**src/design/mst_map.svh**
```systemverilog
`ifndef MST_MAP_SVH
`define MST_MAP_SVH
// Clock rate in MHz
`define MST_CLK_MHZ 20
// Fixed off-time, typical
`define MST_OFF_NS 38000
// Blanking: 1400 ns per nF of timing cap, 680 pF part
`define MST_BLANK_NS 952
// Default fast part of a mixed off-time
`define MST_FAST_NS 9500
// Least times round up, longest round down
`define MST_OFF_CYC ((`MST_OFF_NS * `MST_CLK_MHZ) / 1000)
`define MST_BLANK_CYC ((`MST_BLANK_NS * `MST_CLK_MHZ + 999) / 1000)
`define MST_FAST_CYC ((`MST_FAST_NS * `MST_CLK_MHZ) / 1000)
// Register byte offsets
`define MST_ADDR_OFF 8'h00
`define MST_ADDR_BLANK 8'h04
`define MST_ADDR_FAST 8'h08
`define MST_ADDR_STATUS 8'h0c
`define MST_ADDR_DAC 8'h10
// Translator home position and its DAC level
`define MST_HOME_IDX 6'h08
`define MST_HOME_DAC 8'hb4
// Position increments per step
`define MST_INC_FULL 6'h10
`define MST_INC_HALF 6'h08
`define MST_INC_QUARTER 6'h04
`define MST_INC_SIXTEENTH 6'h01
// Quarter wave span in sixteenth steps
`define MST_QUARTER 5'h10
`define MST_QUARTER_IDX 6'h10
// Decay input trip codes, 0.6 and 0.21 of full scale
`define MST_PFD_HI 8'h9a
`define MST_PFD_LO 8'h36
`endif

```
**src/design/mst_pkg.sv**
```systemverilog
package mst_pkg;
	// One full bridge: two high-side and two low-side switches
	typedef struct packed {
		logic srcA;
		logic srcB;
		logic snkA;
		logic snkB;
	} mst_gates_type;
	// Current decay modes
	typedef enum logic [1:0] {DECAY_SLOW, DECAY_FAST, DECAY_MIXED} mst_decay_type;
	// PWM chopper states
	typedef enum logic {PWM_ON, PWM_OFF} mst_pwm_state_type;
	// Status word layout
	typedef struct packed {
		logic [16:0] spare;
		logic gateFault;
		logic lockout;
		logic homeFlag;
		mst_decay_type decay2;
		mst_decay_type decay1;
		logic pol2;
		logic pol1;
		logic [5:0] index;
	} mst_status_type;
endpackage

```
**src/design/mst_pwm_phase.sv**
```systemverilog
`timescale 1ns/1ps
`default_nettype none
// Fixed off-time chopper for one full bridge
module mst_pwm_phase (
	// Clock and reset
	input wire logic mclk,
	input wire logic nrst,
	// Control from the translator
	input wire logic driveOk,
	input wire logic polarityPos,
	input wire mst_pkg::mst_decay_type decayMode,
	// Comparator: sensed current reached threshold
	input wire logic senseTrip,
	// Timing in clock cycles
	input wire logic [15:0] offCycles,
	input wire logic [15:0] blankCycles,
	input wire logic [15:0] fastCycles,
	// Bridge switches
	output var mst_pkg::mst_gates_type gates
);
	import mst_pkg::*;

	mst_pwm_state_type state_reg, state_next; // Chopper state
	logic [15:0] cnt_reg, cnt_next; // Blank or off-time counter
	logic pol_reg; // Polarity last driven
	mst_gates_type gates_next;
	wire logic [15:0] cntInc = cnt_reg + 16'h0001;
	wire logic blanking = cnt_reg < blankCycles;
	wire logic polFlip = pol_reg != polarityPos;
	wire logic fastNow = (decayMode == DECAY_FAST) ||
		((decayMode == DECAY_MIXED) && (cnt_reg < fastCycles));

	// Next state, counters and switch pattern
	always_comb begin
		state_next = state_reg;
		cnt_next = cnt_reg;
		gates_next = '0;
		case (state_reg)
			PWM_ON: begin
				// Diagonal pair conducts
				gates_next.srcA = polarityPos;
				gates_next.snkB = polarityPos;
				gates_next.srcB = !polarityPos;
				gates_next.snkA = !polarityPos;
				if (polFlip) begin
					// Switching again restarts the blank
					cnt_next = '0;
				end else if (blanking) begin
					cnt_next = cntInc;
				end else if (senseTrip) begin
					// Latch clears on trip
					state_next = PWM_OFF;
					cnt_next = '0;
				end
			end
			PWM_OFF: begin
				// Slow keeps the low side on; fast drops all
				if (!fastNow) begin
					gates_next.snkB = polarityPos;
					gates_next.snkA = !polarityPos;
				end
				cnt_next = cntInc;
				if (cntInc >= offCycles) begin
					// Off-time over, new on-period
					state_next = PWM_ON;
					cnt_next = '0;
				end
			end
			default: begin
				state_next = PWM_ON;
				cnt_next = '0;
			end
		endcase
		if (!driveOk) begin
			// Bridge off; restart with a blank once allowed
			state_next = PWM_ON;
			cnt_next = '0;
			gates_next = '0;
		end
	end

	// State registers
	always_ff @(posedge mclk or negedge nrst) begin
		if (!nrst) begin
			state_reg <= PWM_ON;
			cnt_reg <= '0;
			pol_reg <= 1'b1;
			gates <= '0;
		end else begin
			state_reg <= state_next;
			cnt_reg <= cnt_next;
			pol_reg <= polarityPos;
			gates <= gates_next;
		end
	end
endmodule
`default_nettype wire

```
**src/design/mst_translator.sv**
```systemverilog
// Functional notes
// - step rising edge advances one increment
// - two select pins choose full/half/quarter/sixteenth
// - select changes apply at next step edge
// - direction changes apply at next step edge
// - reset pin homes, bridges off, home low
// - output flags translator at home position
// - reset loads home levels and mixed decay
// - falling level takes decay from decay input
// - equal or rising level uses slow decay
// - per-phase PWM latch, diagonal pair, trip clears
// - slow drops sources, fast drops all, mixed drops all then sources
// - one-shot off-time then new on-period
// - comparator blanked after each switching
// - trip threshold is max scaled by DAC
// - gate regulator fault disables bridges
// - enable gates bridges, translator keeps running
// - decay input classed slow, fast or mixed
// - mixed starts fast then turns slow
// - supply lockout disables bridges and homes
//
// The register offsets and the AHB-Lite interface to the registers were decided locally.
`timescale 1ns/1ps
`default_nettype none
// Offsets, increments and timing defaults by name
`include "mst_map.svh"
// Step translator, decay choice, register view and two choppers
module mst_translator (
	// Clock and reset
	input wire logic mclk,
	input wire logic nrst,
	// Motion controller pins
	// All sampled on mclk; the caller keeps them clean
	input wire logic stepIn,
	input wire logic dirIn,
	input wire logic resolution_sel_a,
	input wire logic resolution_sel_b,
	input wire logic resetInN,
	input wire logic outputEnableN,
	// Decay input level, sampled code of full scale
	input wire logic [7:0] decay_fraction_in,
	// Supervisors
	// Either one drops both bridges within two cycles
	input wire logic supply_low_lockout,
	input wire logic gate_regulator_monitor,
	// Current comparators per phase
	// Ignored while the chopper blanks
	input wire logic senseTrip1,
	input wire logic senseTrip2,
	// AHB-Lite slave
	input wire logic hsel,
	input wire logic [31:0] haddr,
	input wire logic [1:0] htrans,
	input wire logic hwrite,
	input wire logic [2:0] hsize,
	input wire logic [31:0] hwdata,
	input wire logic hready,
	output logic [31:0] hrdata,
	output logic hreadyout,
	output logic hresp,
	// Bridges
	// Registered in the choppers; srcA is the top bit
	output mst_pkg::mst_gates_type bridge1,
	output mst_pkg::mst_gates_type bridge2,
	// DAC levels, polarities and decay per phase
	// Full scale 8'hff; polarity high is positive current
	output logic [7:0] dac1Level,
	output logic [7:0] dac2Level,
	output logic phase1Pos,
	output logic phase2Pos,
	output mst_pkg::mst_decay_type decay1,
	output mst_pkg::mst_decay_type decay2,
	// Home indicator
	output logic homeOut
);
	import mst_pkg::*;

	// Quarter-wave magnitude, full scale 8'hff = 100 %
	// Entry 0 is the crest, entry 16 the zero crossing
	// A case table rather than an array keeps it pure logic
	function automatic logic [7:0] quarterMag(input logic [4:0] k);
		case (k)
			5'h00: quarterMag = 8'hff;
			5'h01: quarterMag = 8'hfe;
			5'h02: quarterMag = 8'hfa;
			5'h03: quarterMag = 8'hf4;
			5'h04: quarterMag = 8'hec;
			5'h05: quarterMag = 8'he1;
			5'h06: quarterMag = 8'hd4;
			5'h07: quarterMag = 8'hc5;
			5'h08: quarterMag = 8'hb4;
			5'h09: quarterMag = 8'ha2;
			5'h0a: quarterMag = 8'h8e;
			5'h0b: quarterMag = 8'h78;
			5'h0c: quarterMag = 8'h62;
			5'h0d: quarterMag = 8'h4a;
			5'h0e: quarterMag = 8'h32;
			5'h0f: quarterMag = 8'h19;
			default: quarterMag = 8'h00;
		endcase
	endfunction

	// Cosine of a position: {positive, level}
	function automatic logic [8:0] cosCode(input logic [5:0] idx);
		logic [4:0] r;
		logic [4:0] rc;
		// Distance from the last crest and to the next zero
		r = {1'b0, idx[3:0]};
		rc = `MST_QUARTER - r;
		// Second and third quadrants drive negative current
		case (idx[5:4])
			2'h0: cosCode = {1'b1, quarterMag(r)};
			2'h1: cosCode = {1'b0, quarterMag(rc)};
			2'h2: cosCode = {1'b0, quarterMag(r)};
			default: cosCode = {1'b1, quarterMag(rc)};
		endcase
	endfunction

	// Decay for a phase after a step
	// Compares magnitudes only; a sign flip alone does not pick the input mode
	function automatic mst_decay_type pickDecay(input logic [7:0] newLvl,
			input logic [7:0] oldLvl, input mst_decay_type fromInput);
		if (newLvl < oldLvl) begin
			pickDecay = fromInput;
		end else begin
			pickDecay = DECAY_SLOW;
		end
	endfunction

	// Translator state
	// Index and levels reset to home together
	logic [5:0] index_reg; // Position in sixteenth steps
	// Resets low like the idle step pin, so no false edge after reset
	logic stepPrev_reg; // Step level one cycle ago
	// Software timing registers
	logic [15:0] offCyc_reg, offCyc_next;
	logic [15:0] blankCyc_reg, blankCyc_next;
	logic [15:0] fastCyc_reg, fastCyc_next;
	// Bus pipeline
	logic wrPend_reg; // Write data phase pending
	logic [7:0] wrAddr_reg; // Its byte offset
	// Chopper enable
	logic driveOk_reg;

	// Step edge and translator hold
	// The detector keeps tracking while homing, so a step held high
	// across a reset release does not fire
	wire logic stepRise = stepIn && !stepPrev_reg;
	wire logic homing = !resetInN || supply_low_lockout;
	wire logic advance = stepRise && !homing;

	// Increment picked from the select pins at the edge
	// Selects between steps are never stored; only the edge cycle counts
	wire logic [1:0] resSel = {resolution_sel_b, resolution_sel_a};
	wire logic [5:0] stepInc = (resSel == 2'h0) ? `MST_INC_FULL :
		(resSel == 2'h1) ? `MST_INC_HALF :
		(resSel == 2'h2) ? `MST_INC_QUARTER :
		`MST_INC_SIXTEENTH;

	// Index wraps modulo 64 by width; direction read at edge only
	// Homing wins over a step that lands in the same cycle
	wire logic [5:0] indexStep = dirIn ? index_reg + stepInc
		: index_reg - stepInc;
	wire logic [5:0] index_next = homing ? `MST_HOME_IDX :
		advance ? indexStep : index_reg;

	// Table look-up; phase 2 is the cosine a quarter back
	// Looked up from the next index so levels move with it, not a cycle late
	wire logic [8:0] code1 = cosCode(index_next);
	wire logic [8:0] code2 = cosCode(index_next - `MST_QUARTER_IDX);

	// Decay input classification
	// Both trip levels are exclusive; the band between is mixed
	wire mst_decay_type pfdMode = (decay_fraction_in > `MST_PFD_HI) ?
		DECAY_SLOW : (decay_fraction_in < `MST_PFD_LO) ? DECAY_FAST :
		DECAY_MIXED;

	// Decay choice per phase on each step
	// Old levels are the registered outputs, so the compare is step to step
	// Between steps the mode holds, whatever the decay input does
	wire mst_decay_type decay1_next = homing ? DECAY_MIXED :
		advance ? pickDecay(code1[7:0], dac1Level, pfdMode) : decay1;
	wire mst_decay_type decay2_next = homing ? DECAY_MIXED :
		advance ? pickDecay(code2[7:0], dac2Level, pfdMode) : decay2;

	// Home flag, forced low while the reset pin is held
	// Under lockout the index is home, so the flag reads high there
	wire logic home_next = resetInN &&
		(index_next == `MST_HOME_IDX);

	// Bridges run only with no fault, no reset, enabled
	// Registered for one clean permission per cycle; costs two cycles to off
	wire logic driveOk_next = !homing && !gate_regulator_monitor &&
		!outputEnableN;

	// Bus decode
	// Only the low address byte is decoded, so the map aliases upward
	// Writes are remembered for the data phase, when hwdata stands
	wire logic addrPhase = hsel && htrans[1] && hready;
	wire logic [7:0] rdAddr = haddr[7:0];
	wire logic wrOff = wrPend_reg && (wrAddr_reg == `MST_ADDR_OFF);
	wire logic wrBlank = wrPend_reg && (wrAddr_reg == `MST_ADDR_BLANK);
	wire logic wrFast = wrPend_reg && (wrAddr_reg == `MST_ADDR_FAST);

	// Timing registers take data-phase write data
	// Upper half of the write word is dropped; the registers are 16 bits
	assign offCyc_next = wrOff ? hwdata[15:0] : offCyc_reg;
	assign blankCyc_next = wrBlank ? hwdata[15:0] : blankCyc_reg;
	assign fastCyc_next = wrFast ? hwdata[15:0] : fastCyc_reg;

	// Status view of the translator
	// Fault and lockout are shown live, not latched
	mst_status_type status;
	assign status.spare = '0;
	assign status.gateFault = gate_regulator_monitor;
	assign status.lockout = supply_low_lockout;
	assign status.homeFlag = homeOut;
	assign status.decay2 = decay2;
	assign status.decay1 = decay1;
	assign status.pol2 = phase2Pos;
	assign status.pol1 = phase1Pos;
	assign status.index = index_reg;

	// Read mux uses next values so a write just before reads back
	// Unmapped offsets read zero
	wire logic [31:0] rdData = (rdAddr == `MST_ADDR_OFF) ? {16'h0000, offCyc_next} :
		(rdAddr == `MST_ADDR_BLANK) ? {16'h0000, blankCyc_next} :
		(rdAddr == `MST_ADDR_FAST) ? {16'h0000, fastCyc_next} :
		(rdAddr == `MST_ADDR_STATUS) ? status :
		(rdAddr == `MST_ADDR_DAC) ? {16'h0000, dac2Level, dac1Level} :
		32'h0000_0000;
	// Captured at the address phase and held through the data phase
	wire logic [31:0] hrdata_next = (addrPhase && !hwrite) ? rdData : hrdata;

	// Edge detector and translator position
	// Home index after reset; the levels below match it
	always_ff @(posedge mclk or negedge nrst) begin
		if (!nrst) begin
			stepPrev_reg <= 1'b0;
			index_reg <= `MST_HOME_IDX;
		end else begin
			stepPrev_reg <= stepIn;
			index_reg <= index_next;
		end
	end

	// Phase levels, polarities and decay modes
	// A held index reloads the same table entry, so levels stay put
	always_ff @(posedge mclk or negedge nrst) begin
		if (!nrst) begin
			// Home entry, equal on both phases
			dac1Level <= `MST_HOME_DAC;
			dac2Level <= `MST_HOME_DAC;
			phase1Pos <= 1'b1;
			phase2Pos <= 1'b1;
			decay1 <= DECAY_MIXED;
			decay2 <= DECAY_MIXED;
		end else begin
			// DAC code is the threshold scale
			dac1Level <= code1[7:0];
			dac2Level <= code2[7:0];
			phase1Pos <= code1[8];
			phase2Pos <= code2[8];
			decay1 <= decay1_next;
			decay2 <= decay2_next;
		end
	end

	// Home indicator and bridge permission
	// Both bridges stay off until the first permission is registered
	always_ff @(posedge mclk or negedge nrst) begin
		if (!nrst) begin
			homeOut <= 1'b1;
			driveOk_reg <= 1'b0;
		end else begin
			homeOut <= home_next;
			driveOk_reg <= driveOk_next;
		end
	end

	// Timing registers; defaults from the nominal RC parts
	// Software may shorten them; an off-time of zero still idles one cycle
	always_ff @(posedge mclk or negedge nrst) begin
		if (!nrst) begin
			offCyc_reg <= 16'(`MST_OFF_CYC);
			blankCyc_reg <= 16'(`MST_BLANK_CYC);
			fastCyc_reg <= 16'(`MST_FAST_CYC);
		end else begin
			offCyc_reg <= offCyc_next;
			blankCyc_reg <= blankCyc_next;
			fastCyc_reg <= fastCyc_next;
		end
	end

	// Bus slave: zero wait states, always OKAY
	// Ready and response come off flops, so the bus sees no glitch
	always_ff @(posedge mclk or negedge nrst) begin
		if (!nrst) begin
			wrPend_reg <= 1'b0;
			wrAddr_reg <= 8'h00;
			hrdata <= 32'h0000_0000;
			hreadyout <= 1'b1;
			hresp <= 1'b0;
		end else begin
			wrPend_reg <= addrPhase && hwrite;
			wrAddr_reg <= addrPhase ? haddr[7:0] : wrAddr_reg;
			hrdata <= hrdata_next;
			hreadyout <= 1'b1;
			hresp <= 1'b0;
		end
	end

	// Phase 1 chopper; the comparator compares against dac1Level
	mst_pwm_phase phase1Pwm (
		.mclk(mclk),
		.nrst(nrst),
		.driveOk(driveOk_reg),
		.polarityPos(phase1Pos),
		.decayMode(decay1),
		.senseTrip(senseTrip1),
		.offCycles(offCyc_reg),
		.blankCycles(blankCyc_reg),
		.fastCycles(fastCyc_reg),
		.gates(bridge1)
	);

	// Phase 2 chopper
	// Same timing registers as phase 1; the choppers run unsynchronised
	mst_pwm_phase phase2Pwm (
		.mclk(mclk),
		.nrst(nrst),
		.driveOk(driveOk_reg),
		.polarityPos(phase2Pos),
		.decayMode(decay2),
		.senseTrip(senseTrip2),
		.offCycles(offCyc_reg),
		.blankCycles(blankCyc_reg),
		.fastCycles(fastCyc_reg),
		.gates(bridge2)
	);

	// hsize is accepted but ignored; every transfer is served as a whole word
	// Folded to one unused bit so the input counts as read
	wire logic unusedSize = ^hsize;
endmodule
`default_nettype wire

```
**config.mk**
```make
export PLATFORM = sky130hd
export DESIGN_NAME = mst_translator
export DESIGN_NICKNAME = d
export VERILOG_FILES = /design/src/design/mst_pkg.sv /design/src/design/mst_pwm_phase.sv /design/src/design/mst_translator.sv
export VERILOG_INCLUDE_DIRS = /design/src /design/src/design
export SDC_FILE = /design/constraint.sdc
export NUM_CORES = 1
export LEC_CHECK = 0
export ABC_AREA = 1
export BUFFER_PORTS_ARGS = -buffer_cell sky130_fd_sc_hd__buf_2
export CELL_PAD_IN_SITES_DETAIL_PLACEMENT = 2
export CELL_PAD_IN_SITES_GLOBAL_PLACEMENT = 2
export CORE_AREA = 2 2 189 191
export CTS_BUF_LIST = sky130_fd_sc_hd__clkbuf_4 sky130_fd_sc_hd__clkbuf_8 sky130_fd_sc_hd__clkbuf_16
export CTS_CLUSTER_SIZE = 16
export DETAILED_ROUTE_END_ITERATION = 7
export DIE_AREA = 0 0 191 193
export PLACE_DENSITY_LB_ADDON = 0.1
export SLEW_MARGIN = 10
export SYNTH_ARGS = -nofsm -noshare
export SYNTH_HDL_FRONTEND = slang
export SYNTH_SLANG_ARGS = --single-unit
```
**constraint.sdc**
```tcl
create_clock -name mclk -period 5.9 [get_ports mclk]
set_input_delay 0 -clock mclk [delete_from_list [all_inputs] [get_ports mclk]]
set_output_delay 0 -clock mclk [all_outputs]
set_load 0.02 [all_outputs]
```
; ---- After elaboration in Yosys (flattened, before gate mapping)
; Memories as Yosys holds them, arrays and structs flattened.
; Index checks and enable logic that the tools add are counted.
[op_classes]
addsub = 7
order_cmp = 10
eq_ne = 21
mux = 60
n_bitwise = 2
reduce_logical = 31
[ops]
columns = cell, n
row1 = 2-to-1 mux 16 bit, 18
row2 = < comparator 16 bit, 4
row3 = case mux 16 bit (2 select lines), 2
row4 = case mux 9 bit (3 select lines), 2
row5 = "adder 16 x 1 -> 16 bit, second input constant", 2
row6 = >= comparator 16 bit, 2
row7 = 2-to-1 mux 8 bit, 4
row8 = "equality test 8 x 4 -> 1 bit, second input constant", 3
row9 = 2-to-1 mux 2 bit, 12
row10 = 2-to-1 mux 6 bit, 3
row11 = "equality test 8 x 3 -> 1 bit, second input constant", 2
row12 = logical NOT 8 bit, 2
row13 = < comparator 8 bit, 2
row14 = logical AND 1 bit, 14
row15 = 2-to-1 mux 4 bit, 3
row16 = "equality test 2 x 1 -> 1 bit, second input constant", 5
row17 = "equality test 2 bit, second input constant", 5
row18 = 2-to-1 mux 1 bit, 10
row19 = "inequality test 5 x 3 -> 1 bit, second input constant", 2
row20 = "subtractor 5 x 4 -> 5 bit, first input constant", 2
row21 = "equality test 8 x 5 -> 1 bit, second input constant", 1
row22 = "> comparator 8 bit, second input constant", 1
row23 = logical NOT 1 bit, 8
row24 = "< comparator 8 x 6 -> 1 bit, second input constant", 1
row25 = 13 further kinds, 21
[word_totals]
regBits = 164
mem_bits_ro = 1024
in_bits = 92
output_inout_bits = 65
word_cells = 169
mem_count = 8
[memory_table]
columns = name, words, word_bits, read_ports, rd_clocked_by_memory_dff, wr, line_no
row1 = (name not given), 16, 8, 1, 0, 0, mst_translator.sv:82  ; case (k)
row2 = (name not given), 16, 8, 1, 0, 0, mst_translator.sv:82
row3 = (name not given), 16, 8, 1, 0, 0, mst_translator.sv:82
row4 = (name not given), 16, 8, 1, 0, 0, mst_translator.sv:82
row5 = (name not given), 16, 8, 1, 0, 0, mst_translator.sv:82
row6 = (name not given), 16, 8, 1, 0, 0, mst_translator.sv:82
row7 = +2 memories, n/a, n/a, n/a, n/a, n/a, n/a

; ---- Longest topological paths before layout
; Gate-level depths: netlist of run 1.
; An unclocked memory read counts as a cell.
[depth]
depth_word = 17
mapped_depth = 28

; ---- Modules after synthesis
; Synthesis of run 1 repeated with hierarchy kept, for this count alone.
[hier_totals]
hier_cells = 1525
area_unflattened_um2 = 11192.0
[modules_own_cells]
columns = module, n_inst, cells_each, area_each_um2
row1 = mst_translator, 1, 693, 5721.7
row2 = mst_pwm_phase, 2, 416, 2735.1

; ---- Worst setup path after synthesis of run 1
; OpenSTA, ideal clock, no wires.
[synth_path]
path_kind = flip-flop to flip-flop
start = reg index_reg[2]
end = reg decay1[1]
setup_ns = 0.060
t_arrival_ns = 3.449
t_required_ns = 5.840
slack_ns = 2.391
stages_incl_launch_ff = 23
path_buffers = 0
period_less_slack_ns = 3.509
path_cell_list = dfrtp_1 > ha_1 > nand3_1 > nand3_1 > nand2_1 > nand2_1 > a21oi_1 > nor2_1 > nor2_1 > o21ai_0 > nor2_1 > inv_1 > ha_1 > nor2_1 > nor2_1 > inv_1 > o22ai_1 > ha_1 > a21oi_1 > nor2_1 > a211oi_1 > nand3_1 > nand2_1
[synth_rtl]
columns = element, line_no
row1 = from (decl), mst_translator.sv:132  ; logic [5:0] index_reg;
row2 = from (signal assigned), mst_translator.sv:240  ; index_reg <= `MST_HOME_IDX;
row3 = from (signal assigned), mst_translator.sv:243  ; index_reg <= index_next;
row4 = subtractor 6 x 5 -> 6 bit or adder 6 x 5 -> 6 bit (tied branches), "mst_translator.sv:163, mst_translator.sv:162"
row5 = 2-to-1 mux 6 bit *, mst_translator.sv:162  ; wire logic [5:0] indexStep = dirIn ? index_reg + stepInc
row6 = 2-to-1 mux 6 bit *, mst_translator.sv:165  ; advance ? indexStep : index_reg;
row7 = 2-to-1 mux 6 bit *, mst_translator.sv:164  ; wire logic [5:0] index_next = homing ? `MST_HOME_IDX :
row8 = net index_next[5], mst_translator.sv:164
row9 = equality test 2 bit (tied with other cells), mst_translator.sv:111  ; case (idx[5:4])
row10 = case mux 9 bit (3 select lines) *, mst_translator.sv:111
row11 = net code1[5], mst_translator.sv:169  ; wire logic [8:0] code1 = cosCode(index_next);
row12 = < comparator 8 bit *, mst_translator.sv:123  ; if (newLvl < oldLvl) begin
row13 = 2-to-1 mux 2 bit *, mst_translator.sv:123
row14 = 2-to-1 mux 2 bit *, mst_translator.sv:182  ; advance ? pickDecay(code1[7:0], dac1Level, pfdMode) : decay1;
row15 = 2-to-1 mux 2 bit *, mst_translator.sv:181  ; wire mst_decay_type decay1_next = homing ? DECAY_MIXED :
row16 = to (signal assigned), mst_translator.sv:264  ; decay1 <= decay1_next;
row17 = to (decl), mst_translator.sv:71  ; output mst_pkg::mst_decay_type decay1,
; The timed path passes the listed nets; every way through them passes the cells marked *. The select of a mux whose other input is x is not followed.
; A chain may end at the register's enable or synchronous reset.

; ---- Final worst setup path of run 1
[layout_path]
start = reg index_reg[0]
end = reg decay1[1]
[layout_via]
elab_chain_len = 12
[layout_lines]
columns = element, line_no
row1 = subtractor 6 x 5 -> 6 bit or adder 6 x 5 -> 6 bit (tied branches), "mst_translator.sv:163, mst_translator.sv:162"
row2 = 2-to-1 mux 6 bit *, mst_translator.sv:162
row3 = 2-to-1 mux 6 bit *, mst_translator.sv:165
row4 = 2-to-1 mux 6 bit *, mst_translator.sv:164
row5 = net index_next[1], mst_translator.sv:164
row6 = subtractor 5 x 4 -> 5 bit (no line), n/a
row7 = memory (16 x 8 bit), n/a
row8 = 2-to-1 mux 8 bit, mst_translator.sv:82
row9 = case mux 9 bit (3 select lines) *, mst_translator.sv:111
row10 = net code1[4], mst_translator.sv:169
row11 = < comparator 8 bit *, mst_translator.sv:123
row12 = 2-to-1 mux 2 bit *, mst_translator.sv:123
row13 = 2-to-1 mux 2 bit *, mst_translator.sv:182
row14 = 2-to-1 mux 2 bit *, mst_translator.sv:181
; Marks and branches as above.

==> results of run 1 <==
## final timing paths
path	from	end	slack, ns	cells after the start
max	index_reg[0]	decay1[1]	1.38	19
min	hready	wrPend_reg	0.13	3
max reg2reg	index_reg[0]	decay1[1]	1.38	19
min reg2reg	phase2Pos	phase2Pwm.pol_reg	0.44	0
max in group asynchronous	nrst	index_reg[5]	4.26	3
min in group asynchronous	nrst	phase1Pwm.cnt_reg[3]	0.26	2
## layout make-up
| cell class | count | area share |
|---|---|---|
| well taps | 461 | 0.0471 |
| clock inverters | 14 | 0.00960 |
| inverters | 203 | 0.0622 |
| clock buffers | 18 | 0.0354 |
| repair buffers | 143 | 0.0769 |
| flip-flops and latches | 148 | 0.306 |
| multi-input cells | 901 | 0.463 |
## repair_timing
| action | CTS | global route |
|---|---|---|
| hold buffers | 39 | 0 |
| endpoints found under the setup margin | 0 | 0 |
| setup buffers | 0 | 0 |
| endpoints found under the hold margin | 152 | 0 |
## worst max-delay path, stage by stage, from the launching register on
cell and delay [ns]:
sky130_fd_sc_hd__dfrtp_1 0.41, sky130_fd_sc_hd__ha_1 0.23, sky130_fd_sc_hd__inv_1 0.08, sky130_fd_sc_hd__fa_1 0.40, sky130_fd_sc_hd__nand3b_1 0.17, sky130_fd_sc_hd__nand2_1 0.25
sky130_fd_sc_hd__inv_2 0.16, sky130_fd_sc_hd__ha_1 0.30, sky130_fd_sc_hd__inv_1 0.09, sky130_fd_sc_hd__nand3_2 0.13, sky130_fd_sc_hd__nand2_4 0.15, sky130_fd_sc_hd__inv_1 0.09
sky130_fd_sc_hd__o311ai_0 0.54, sky130_fd_sc_hd__o22ai_1 0.22, sky130_fd_sc_hd__ha_1 0.24, sky130_fd_sc_hd__a21oi_1 0.15, sky130_fd_sc_hd__nor2_1 0.06, sky130_fd_sc_hd__a211oi_1 0.52
sky130_fd_sc_hd__nand3_1 0.15, sky130_fd_sc_hd__nand2_1 0.09
## per-stage QoR
step	worst slack, ns	instances	cell area (um2)
floorplan	2.39	1298	10400
global placement	1.50	1817	11300
detailed placement	1.40	1817	11300
CTS	1.35	1888	12200
global route	1.01	1888	12200
finish	1.38	1888	12200
## per-layer routing
layer  share of wire  up-vias
li1                -     4505
met1            0.46     4687
met2            0.51       88
met3           0.016       24
met4           0.015        0
met5               0        -
## Yosys cell counts (2+ instances only)
cell and n:
sky130_fd_sc_hd__dfrtp_1 118, sky130_fd_sc_hd__nand3b_1 4, sky130_fd_sc_hd__nand2_1 249, sky130_fd_sc_hd__nand3_2 6, sky130_fd_sc_hd__nor3_1 17, sky130_fd_sc_hd__dfstp_2 30
sky130_fd_sc_hd__a21oi_1 68, sky130_fd_sc_hd__ha_1 125, sky130_fd_sc_hd__o22ai_1 18, sky130_fd_sc_hd__a21boi_0 7, sky130_fd_sc_hd__o21a_1 3, sky130_fd_sc_hd__o21bai_1 2
sky130_fd_sc_hd__nand4_1 15, sky130_fd_sc_hd__a31oi_1 2, sky130_fd_sc_hd__nor2_1 61, sky130_fd_sc_hd__buf_2 3, sky130_fd_sc_hd__o31ai_1 3, sky130_fd_sc_hd__nor4_1 2
sky130_fd_sc_hd__and3_1 2, sky130_fd_sc_hd__o21ai_0 92, sky130_fd_sc_hd__mux2_2 4, sky130_fd_sc_hd__o21ai_2 3, sky130_fd_sc_hd__a2111oi_0 2, sky130_fd_sc_hd__buf_1 2
sky130_fd_sc_hd__nor2_4 4, sky130_fd_sc_hd__xnor2_1 6, sky130_fd_sc_hd__o2111ai_1 6, sky130_fd_sc_hd__a41oi_1 2, sky130_fd_sc_hd__nand2_2 7, sky130_fd_sc_hd__conb_1 2
sky130_fd_sc_hd__clkbuf_1 21, sky130_fd_sc_hd__inv_2 9, sky130_fd_sc_hd__nor2_2 4, sky130_fd_sc_hd__buf_4 19, sky130_fd_sc_hd__nor3_2 9, sky130_fd_sc_hd__o221ai_1 4
sky130_fd_sc_hd__o21ai_1 11, sky130_fd_sc_hd__a221oi_1 6, sky130_fd_sc_hd__nand2_4 8, sky130_fd_sc_hd__o211ai_1 11, sky130_fd_sc_hd__xor2_1 25, sky130_fd_sc_hd__inv_1 194
sky130_fd_sc_hd__nand3_1 74, sky130_fd_sc_hd__a211oi_1 5, sky130_fd_sc_hd__or2_2 2
## kinds of logic after synthesis
logic type	after synthesis	share of synthesized area
buf+inv	249	0.0981
simple gates	468	0.212
other cells	2	0.000724
compound gates	253	0.144
mux	5	0.00531
fa+ha+maj	126	0.153
flops	148	0.361
xor+xnor	31	0.0262
## power by group through the flow
stage / Combinational [mW] / Sequential [mW] / Clock [mW]
floorplan: 0.303 / 1.18 / 0
global placement: 0.484 / 1.18 / 0
detailed placement: 0.503 / 1.18 / 0
CTS: 0.530 / 1.16 / 1.11
global route: 0.596 / 1.17 / 1.14
finish: 0.521 / 1.16 / 1.08
==> flow_metrics.env, run 1 <==
export IMPL_outcome="complete, no violations"
export IMPL_core_area_um2=35000
export IMPL_gp_congestion=0.843
export IMPL_period_minus_slack_ns=4.52
export IMPL_cts_root_buffer="sky130_fd_sc_hd__clkbuf_16"
export IMPL_final_common_cell="sky130_fd_sc_hd__nand2_1"
export IMPL_avgRoutedWirePerCell_um=19.7
export IMPL_die_outline_height_um=193
export IMPL_number_of_max_cap_violations=0
export IMPL_tcrit_tclk_final=0.766
export IMPL_cts_sinks=148
export IMPL_tns_ns=0
export IMPL_std_cell_rows=69
export IMPL_ff_latch_area_um2=3740
export IMPL_number_of_unique_standard_cell_types_used_by_synthesis=60
export IMPL_internal_power_mw=1.83
export IMPL_post_route_util=0.350
export IMPL_max_clock_path_buffers=2
export IMPL_cts_resized=0
export IMPL_max_freq_ghz=0.221
export IMPL_synth_cells=1282
export IMPL_clock_power_share=0.391
export IMPL_peakVddDrop_uv=223
export IMPL_timing_hold_ws_ns=0.129
export IMPL_syn_area_um2=10400
export IMPL_synth_largest_area_cell="sky130_fd_sc_hd__dfrtp_1"
export IMPL_dieArea_um2=36900
export IMPL_timing_critical_path_fanout_max=9
export IMPL_grt_met1_usage=0.263
export IMPL_placement_io_buffers=94
export IMPL_cp_arrival_ns=4.91
export IMPL_synth_top_cells_by_area="sky130_fd_sc_hd__dfrtp_1 (28%), sky130_fd_sc_hd__ha_1 (15%), sky130_fd_sc_hd__nand2_1 (9.0%)"
export IMPL_worst_setup_path_start_kind="flop"
export IMPL_grt_setup_unrepaired="no"
export IMPL_boundaryPins=157
export IMPL_p_leak_nw=6.77
export IMPL_worst_skew_pair_late_latency_ns=0.45
export IMPL_post_dp_hpwl_um=28700
export IMPL_power_density_nw_per_um2=225
export IMPL_slew_limit_fails=0
export IMPL_vias_per_cell=4.93
export IMPL_pwr_share_seq=0.421
export IMPL_num_vias=9304
export IMPL_clock_slew_at_the_register_clock_pins_of_the_worst_setup_and_hold_paths_ns=0.07
export IMPL_grt_pass1_wl_um=58700
export IMPL_groute_usage_overall=0.211
export IMPL_crit_type="reg2reg"
export IMPL_grt_antenna_before_repair=0
export IMPL_critical_path_endpoint_type="flop"
export IMPL_total_area_of_multi_input_combinational_cells_um2=5670
export IMPL_timing_final_setup_violations=0
export IMPL_synth_edff_count=0
export IMPL_ys_seq_area_frac=0.361
export IMPL_remaining_drc_errors=0
export IMPL_global_route_usage_met3=0.0214
export IMPL_max_slew_margin_rel=0.257
export IMPL_power_combinational_fraction=0.189
export IMPL_clock_skew_ns=0.0139
export IMPL_design_power_total_mw=2.76
export IMPL_post_synth_cell_area_avg_um2=8.09
export IMPL_synth_flop_cell="sky130_fd_sc_hd__dfrtp_1"
export IMPL_design_final_nets=1632
export IMPL_final_layout_size_suffix_gt1_frac=0.160
export IMPL_antenna_left=0
export IMPL_synth_yosys_warnings=0
export IMPL_worst_slew_pin_slew_ns=1.11
export IMPL_fillCellCount=4047
export IMPL_die_w_um=191
export IMPL_power_switching_fraction=0.336
export IMPL_final_routed_wirelength_um=37200
export IMPL_drt_iter0_markers=294
export IMPL_hp_class="in2reg"
export IMPL_hold_viol=0
export IMPL_global_route_usage_met2=0.385
export IMPL_tritonroute_pass_1_iters=4
export IMPL_ctsHtreeMaxLevel=4
export IMPL_area_delta_synth_final_pct=18.1
export IMPL_cts_buffers=17
export IMPL_power_switching_mw=0.926
export IMPL_netlist_area_leader_share=0.285
export IMPL_synth_ff_latch_count=148
export IMPL_grt_start_max_net_pins=96
export IMPL_number_of_global_route_vias_before_repair=10300
export IMPL_critical_path_required_ns=6.29
export IMPL_synth_async_reset_ratio=1.00
export IMPL_grt_overflow=0
export IMPL_top_usage_layer="met2"
export IMPL_insertedDiodeCount=0
export IMPL_tritoncts="done"
export IMPL_layout_cells_most_common_list="sky130_fd_sc_hd__nand2_1 (249), sky130_fd_sc_hd__inv_1 (194), sky130_fd_sc_hd__ha_1 (125), sky130_fd_sc_hd__dfrtp_1 (118), sky130_fd_sc_hd__buf_2 (93)"
export IMPL_initial_utilization=0.296
Power figures use the tool's default switching activity.
==> run 2: changes to the inputs <==
clock period = 4 ns   (was 5.9 ns; I/O delays follow)
==> run 2 against run 1 <==
Sequential share of layout area fell by 0.54 points. Register-to-register slack got worse by 1.1 ns. Critical endpoint is now decay2[1]. Largest cell class unchanged. Clock skew rose by 0.00062 ns. Clock power rose by 55%. Utilization rose by 0.64 points. Global-route usage rose by 0.15 points. Design area rose by 1.8%. Largest power group unchanged. Critical path depth rose by 3. Non-clock buffer count rose by 11. Fmax rose by 22%. Routed wire length rose by 1.1%.
==> flow_metrics.env, run 2 (synthesis gave the netlist of run 1 again) <==
export IMPL_outcome="complete, no violations"
export IMPL_reg2reg_setup_slack_ns=0.30
export IMPL_design_final_nets=1644
export IMPL_num_vias=9379
export IMPL_worst_slew_pin_slew_ns=0.933
export IMPL_cts_root_buffer="sky130_fd_sc_hd__clkbuf_16"
export IMPL_timing_final_setup_violations=0
export IMPL_gp_congestion=0.836
export IMPL_max_slew_margin_rel=0.377
export IMPL_slew_limit_fails=0
export IMPL_layout_cells_most_common_list="sky130_fd_sc_hd__nand2_1 (248), sky130_fd_sc_hd__inv_1 (193), sky130_fd_sc_hd__ha_1 (124), sky130_fd_sc_hd__dfrtp_1 (117), sky130_fd_sc_hd__buf_2 (93)"
export IMPL_final_layout_size_suffix_gt1_frac=0.183
export IMPL_fillCellCount=4054
export IMPL_tritonroute_pass_1_iters=4
export IMPL_total_area_of_multi_input_combinational_cells_um2=5790
export IMPL_critPathSlowestCell="sky130_fd_sc_hd__dfrtp_2"
export IMPL_dieArea_um2=36900
export IMPL_holdCritStartpoint="decay_fraction_in[5]"
export IMPL_area_delta_synth_final_pct=20.3
export IMPL_peakVddDrop_uv=325
export IMPL_critical_path_endpoint_type="flop"
export IMPL_tritoncts="done"
export IMPL_max_clock_path_buffers=2
export IMPL_worst_skew_pair_late_latency_ns=0.45
export IMPL_path_common_cell="sky130_fd_sc_hd__nand2_1"
export IMPL_timing_hold_ws_ns=0.0167
export IMPL_die_w_um=191
export IMPL_place_ws_ns=-0.0956
export IMPL_hold_path_cell_count=5
export IMPL_final_common_cell="sky130_fd_sc_hd__nand2_1"
export IMPL_tcrit_tclk_final=0.926
export IMPL_final_routed_wirelength_um=37600
export IMPL_clock_skew_ns=0.0146
export IMPL_final_cell_area_um2=12500
export IMPL_avgRoutedWirePerCell_um=19.8
export IMPL_placement_io_buffers=94
export IMPL_r2r_start="index_reg[2]"
export IMPL_layout_setup_ws_ns=0.295
export IMPL_grt_antenna_before_repair=0
export IMPL_holdPathEnd="decay1[1]"
export IMPL_startpoint="index_reg[2]"
export IMPL_core_area_um2=35000
export IMPL_grt_pass1_wl_um=59300
export IMPL_ff_latch_area_um2=3740
export IMPL_clock_slew_at_the_register_clock_pins_of_the_worst_setup_and_hold_paths_ns=0.06
export IMPL_grt_start_max_net_pins=66
export IMPL_die_outline_height_um=193
export IMPL_hp_class="in2reg"
export IMPL_critical_path_cell_sequence="ha_4, nand3_1, nand3_1, nand2_1, nand2_1, a21oi_2, nand2_1, nand2_1, nor2_1, o21ai_0, nor2_2, inv_1, ha_1, o21bai_1, buf_4, o22ai_2, ha_1, a21oi_1, nor2_1, a211oi_2, nand3_1, a21oi_2"
export IMPL_worst_setup_path_start_kind="flop"
export IMPL_ctsHtreeMaxLevel=4
export IMPL_power_density_nw_per_um2=334
export IMPL_insertedDiodeCount=0
export IMPL_timing_rr_end="decay2[1]"
export IMPL_max_freq_ghz=0.270
export IMPL_remaining_drc_errors=0
export IMPL_initial_utilization=0.296
export IMPL_hold_viol=0
export IMPL_cts_buffers=17
export IMPL_p_leak_nw=6.86
export IMPL_crit_type="reg2reg"
export IMPL_groute_usage_overall=0.212
export IMPL_vias_per_cell=4.94
export IMPL_antenna_left=0
export IMPL_critical_path_required_ns=4.38
export IMPL_cts_sinks=148
export IMPL_number_of_max_cap_violations=0
export IMPL_std_cell_rows=69
export IMPL_period_minus_slack_ns=3.70
export IMPL_dp_area_um2=11400
export IMPL_drt_iter0_markers=381
export IMPL_worstRegToRegCells=22
export IMPL_grt_overflow=0
export IMPL_post_dp_hpwl_um=29300
export IMPL_boundaryPins=157
export IMPL_number_of_global_route_vias_before_repair=10300
export IMPL_cp_arrival_ns=4.08
export IMPL_timing_critical_path_fanout_max=7
export IMPL_slowest_delay_ns=0.45
==> run 2: per-stage QoR <==
step	std cells	util	total power [mW]	setup TNS, ns
floorplan	1298	-	2.18	0
global placement	1829	0.326	2.45	0
detailed placement	1829	0.326	2.49	-0.211
CTS	1897	0.353	4.21	0
global route	1900	0.357	4.39	-0.0423
finish	1900	0.357	4.16	0
==> run 2: cell type report <==
class	count	area share
clock inverter	14	0.0116
sequential	148	0.300
timing repair buffer	154	0.0816
tap	461	0.0463
clock buffer	18	0.0347
inverter	203	0.0611
multi-input combinational	902	0.465
==> run 2: critical path: cells and delay by family (launching register included) <==
kind / cells / cell delay (ns)
AO/OA/AOI/OAI: 7 / 1.06
AND/OR/NAND/NOR: 10 / 1.01
adder cells (fa/ha/maj): 3 / 0.85
flip-flops: 1 / 0.45
buffers and inverters: 2 / 0.26
==> run 2: layer usage <==
layer	global-route usage	vias to the layer above	part of all wire
met5	0	-	0
met4	0.0558	0	0.017
met3	0.0248	32	0.014
met1	0.269	4724	0.45
li1	-	4536	-
met2	0.381	87	0.52
==> run 2: how the worst max path moves through the flow <==
stage | depth (start not counted) | slack [ns] | endpoint
2_1_floorplan | 22 | 0.49 | decay1[1]
3_3_place_gp | 21 | 0.06 | decay2[1]
3_5_place_dp | 21 | -0.1 | decay2[1]
4_1_cts | 22 | 0.05 | decay2[1]
5_1_grt | 21 | -0.02 | decay2[1]
6_report | 22 | 0.30 | decay2[1]
==> run 2: timing repair <==
item	CTS	global route
gates resized for setup	4	23
pin swaps	0	2
endpoints found under the hold margin	128	0
endpoints found under the setup margin	4	20
gates cloned	0	1
hold buffers	36	0
buffers inserted	0	2
==> run 2: power breakdown <==
part	switching (mW)	leakage [nW]	total, mW	internal, mW
Combinational	0.519	4.78	0.781	0.261
Clock	0.785	0.281	1.67	0.885
Sequential	0.0783	1.80	1.71	1.63
==> run 3: changes to the inputs <==
CORE_AREA = 2 2 266 137   (was 2 2 189 191)
DIE_AREA = 0 0 268 139   (was 0 0 191 193)
==> run 3 against run 2 <==
First-iteration DRC count up 42%. Die area is 1.1% higher. Clock skew about the same. Utilization grew 0.70 points. Non-clock buffer count rose by 18. Combinational power is 3.1% higher. Critical path depth rose by 3. Design area is 2.4% higher. Sequential share of layout area decreased by 0.69 points. Highest routed layer unchanged.
==> flow_metrics.env, run 3 (synthesis gave the netlist of run 1 again) <==
export IMPL_gp_congestion=0.867
export IMPL_grt_antenna_before_repair=1
export IMPL_final_cell_area_um2=12800
export IMPL_hold_viol=0
export IMPL_power_density_nw_per_um2=339
export IMPL_design_final_nets=1661
export IMPL_initial_utilization=0.295
export IMPL_post_dp_hpwl_um=32300
export IMPL_groute_usage_overall=0.223
export IMPL_core_area_um2=35100
export IMPL_vias_per_cell=4.85
export IMPL_period_minus_slack_ns=3.81
export IMPL_max_freq_ghz=0.263
export IMPL_peakVddDrop_uv=278
export IMPL_hp_class="in2reg"
export IMPL_num_vias=9414
export IMPL_clock_slew_at_the_register_clock_pins_of_the_worst_setup_and_hold_paths_ns=0.07
export IMPL_drt_iter0_markers=542
export IMPL_area_delta_synth_final_pct=23.2
export IMPL_layout_cells_most_common_list="sky130_fd_sc_hd__nand2_1 (243), sky130_fd_sc_hd__inv_1 (190), sky130_fd_sc_hd__ha_1 (120), sky130_fd_sc_hd__dfrtp_1 (115), sky130_fd_sc_hd__buf_2 (93)"
export IMPL_std_cell_rows=49
export IMPL_tritonroute_pass_1_iters=4
export IMPL_boundaryPins=157
export IMPL_crit_type="reg2reg"
export IMPL_timing_hold_ws_ns=0.0669
export IMPL_timing_critical_path_fanout_max=4
export IMPL_critical_path_required_ns=4.39
export IMPL_p_leak_nw=6.99
export IMPL_placement_io_buffers=94
export IMPL_cts_buffers=17
export IMPL_number_of_max_cap_violations=0
export IMPL_cts_sinks=148
export IMPL_clock_skew_ns=0.0142
export IMPL_slew_limit_fails=0
export IMPL_worst_setup_path_start_kind="flop"
export IMPL_max_clock_path_buffers=2
export IMPL_dieArea_um2=37300
export IMPL_ctsHtreeMaxLevel=4
export IMPL_grt_pass1_wl_um=62100
export IMPL_tcrit_tclk_final=0.952
export IMPL_grt_start_max_net_pins=77
export IMPL_avgRoutedWirePerCell_um=20.7
export IMPL_grt_overflow=0
export IMPL_final_common_cell="sky130_fd_sc_hd__nand2_1"
export IMPL_outcome="complete, no violations"
export IMPL_remaining_drc_errors=0
export IMPL_number_of_global_route_vias_before_repair=10000
export IMPL_tns_ns=0
export IMPL_dp_area_um2=11600
export IMPL_max_slew_margin_rel=0.294
export IMPL_tritoncts="done"
export IMPL_cp_arrival_ns=4.20
export IMPL_antenna_left=0
export IMPL_die_w_um=268
export IMPL_final_routed_wirelength_um=40200
export IMPL_post_route_util=0.364
export IMPL_critical_path_endpoint_type="flop"
export IMPL_worst_slew_pin_slew_ns=1.06
export IMPL_worst_skew_pair_late_latency_ns=0.46
export IMPL_die_outline_height_um=139
export IMPL_final_layout_size_suffix_gt1_frac=0.205
export IMPL_timing_final_setup_violations=0
export IMPL_cts_root_buffer="sky130_fd_sc_hd__clkbuf_16"
## run 3: final timing paths
kind	start	end	slack, ns	depth (start not counted)
max	index_reg[0]	decay1[1]	0.19	25
min	gate_regulator_monitor	hrdata[14]	0.07	5
max reg2reg	index_reg[0]	decay1[1]	0.19	25
min reg2reg	phase2Pos	phase2Pwm.pol_reg	0.44	0
max in group asynchronous	nrst	phase1Pwm.pol_reg	2.88	3
min in group asynchronous	nrst	wrPend_reg	0.18	2
## run 3: final cells by class
type                            count  area (um2)
Multi-Input combinational cell    901        5830
Sequential cell                   148        3740
Antenna cell                        1        2.50
Fill cell                        3986       22400
Clock inverter                     11         176
Inverter                          203         764
Timing Repair Buffer              172        1180
Clock buffer                       21         468
Tap cell                          484         606
## run 3: metrics by stage
stage,setup slack (ns),total power [mW],cells
finish,0.194,4.33,1941
floorplan,0.491,2.18,1298
global route,-0.0364,4.57,1940
detailed placement,-0.120,2.49,1868
CTS,0.0243,4.37,1935
global placement,-0.0379,2.46,1868
## run 3: what timing repair did
action | in CTS | in global routing
cloned | 0 | 0
gates resized for setup | 2 | 40
pin swaps | 2 | 15
endpoints found under the setup margin | 3 | 21
setup buffers | 2 | 6
hold buffers | 33 | 0
endpoints found under the hold margin | 124 | 0
## run 3: worst max-delay path, cell delays in order, from the launching register on
cell and delay, ns:
sky130_fd_sc_hd__dfrtp_1 0.39, sky130_fd_sc_hd__ha_2 0.20, sky130_fd_sc_hd__inv_1 0.05, sky130_fd_sc_hd__fa_1 0.50, sky130_fd_sc_hd__nand3b_1 0.21, sky130_fd_sc_hd__nand2_2 0.12
sky130_fd_sc_hd__inv_2 0.05, sky130_fd_sc_hd__ha_2 0.18, sky130_fd_sc_hd__buf_4 0.16, sky130_fd_sc_hd__nand2_4 0.09, sky130_fd_sc_hd__nand2_4 0.07, sky130_fd_sc_hd__buf_12 0.13
sky130_fd_sc_hd__nand2_1 0.05, sky130_fd_sc_hd__nand3_1 0.08, sky130_fd_sc_hd__o211ai_1 0.09, sky130_fd_sc_hd__o211ai_1 0.23, sky130_fd_sc_hd__buf_4 0.22, sky130_fd_sc_hd__o22ai_4 0.20
sky130_fd_sc_hd__ha_4 0.25, sky130_fd_sc_hd__o21ai_2 0.05, sky130_fd_sc_hd__nand2_1 0.06, sky130_fd_sc_hd__nand2_1 0.05, sky130_fd_sc_hd__nand2_1 0.06, sky130_fd_sc_hd__nand2_2 0.09
sky130_fd_sc_hd__nand3_2 0.08, sky130_fd_sc_hd__nand2_1 0.09
## run 3: power by group
part / leakage (nW) / internal [mW] / switching (mW)
Combinational: 4.89 / 0.279 / 0.526
Clock: 0.303 / 1.09 / 0.718
Sequential: 1.80 / 1.64 / 0.0770
Total: 6.99 / 3.01 / 1.32
## run 3: routing by layer
metal	global-route usage	part of all wire	routed length [um]	vias up
li1	-	-	-	4559
met1	0.369	0.57	22900	4691
met2	0.298	0.39	15500	144
met3	0.0378	0.037	1480	20
met4	0.0350	0.0077	308	0
met5	0	0	0	-
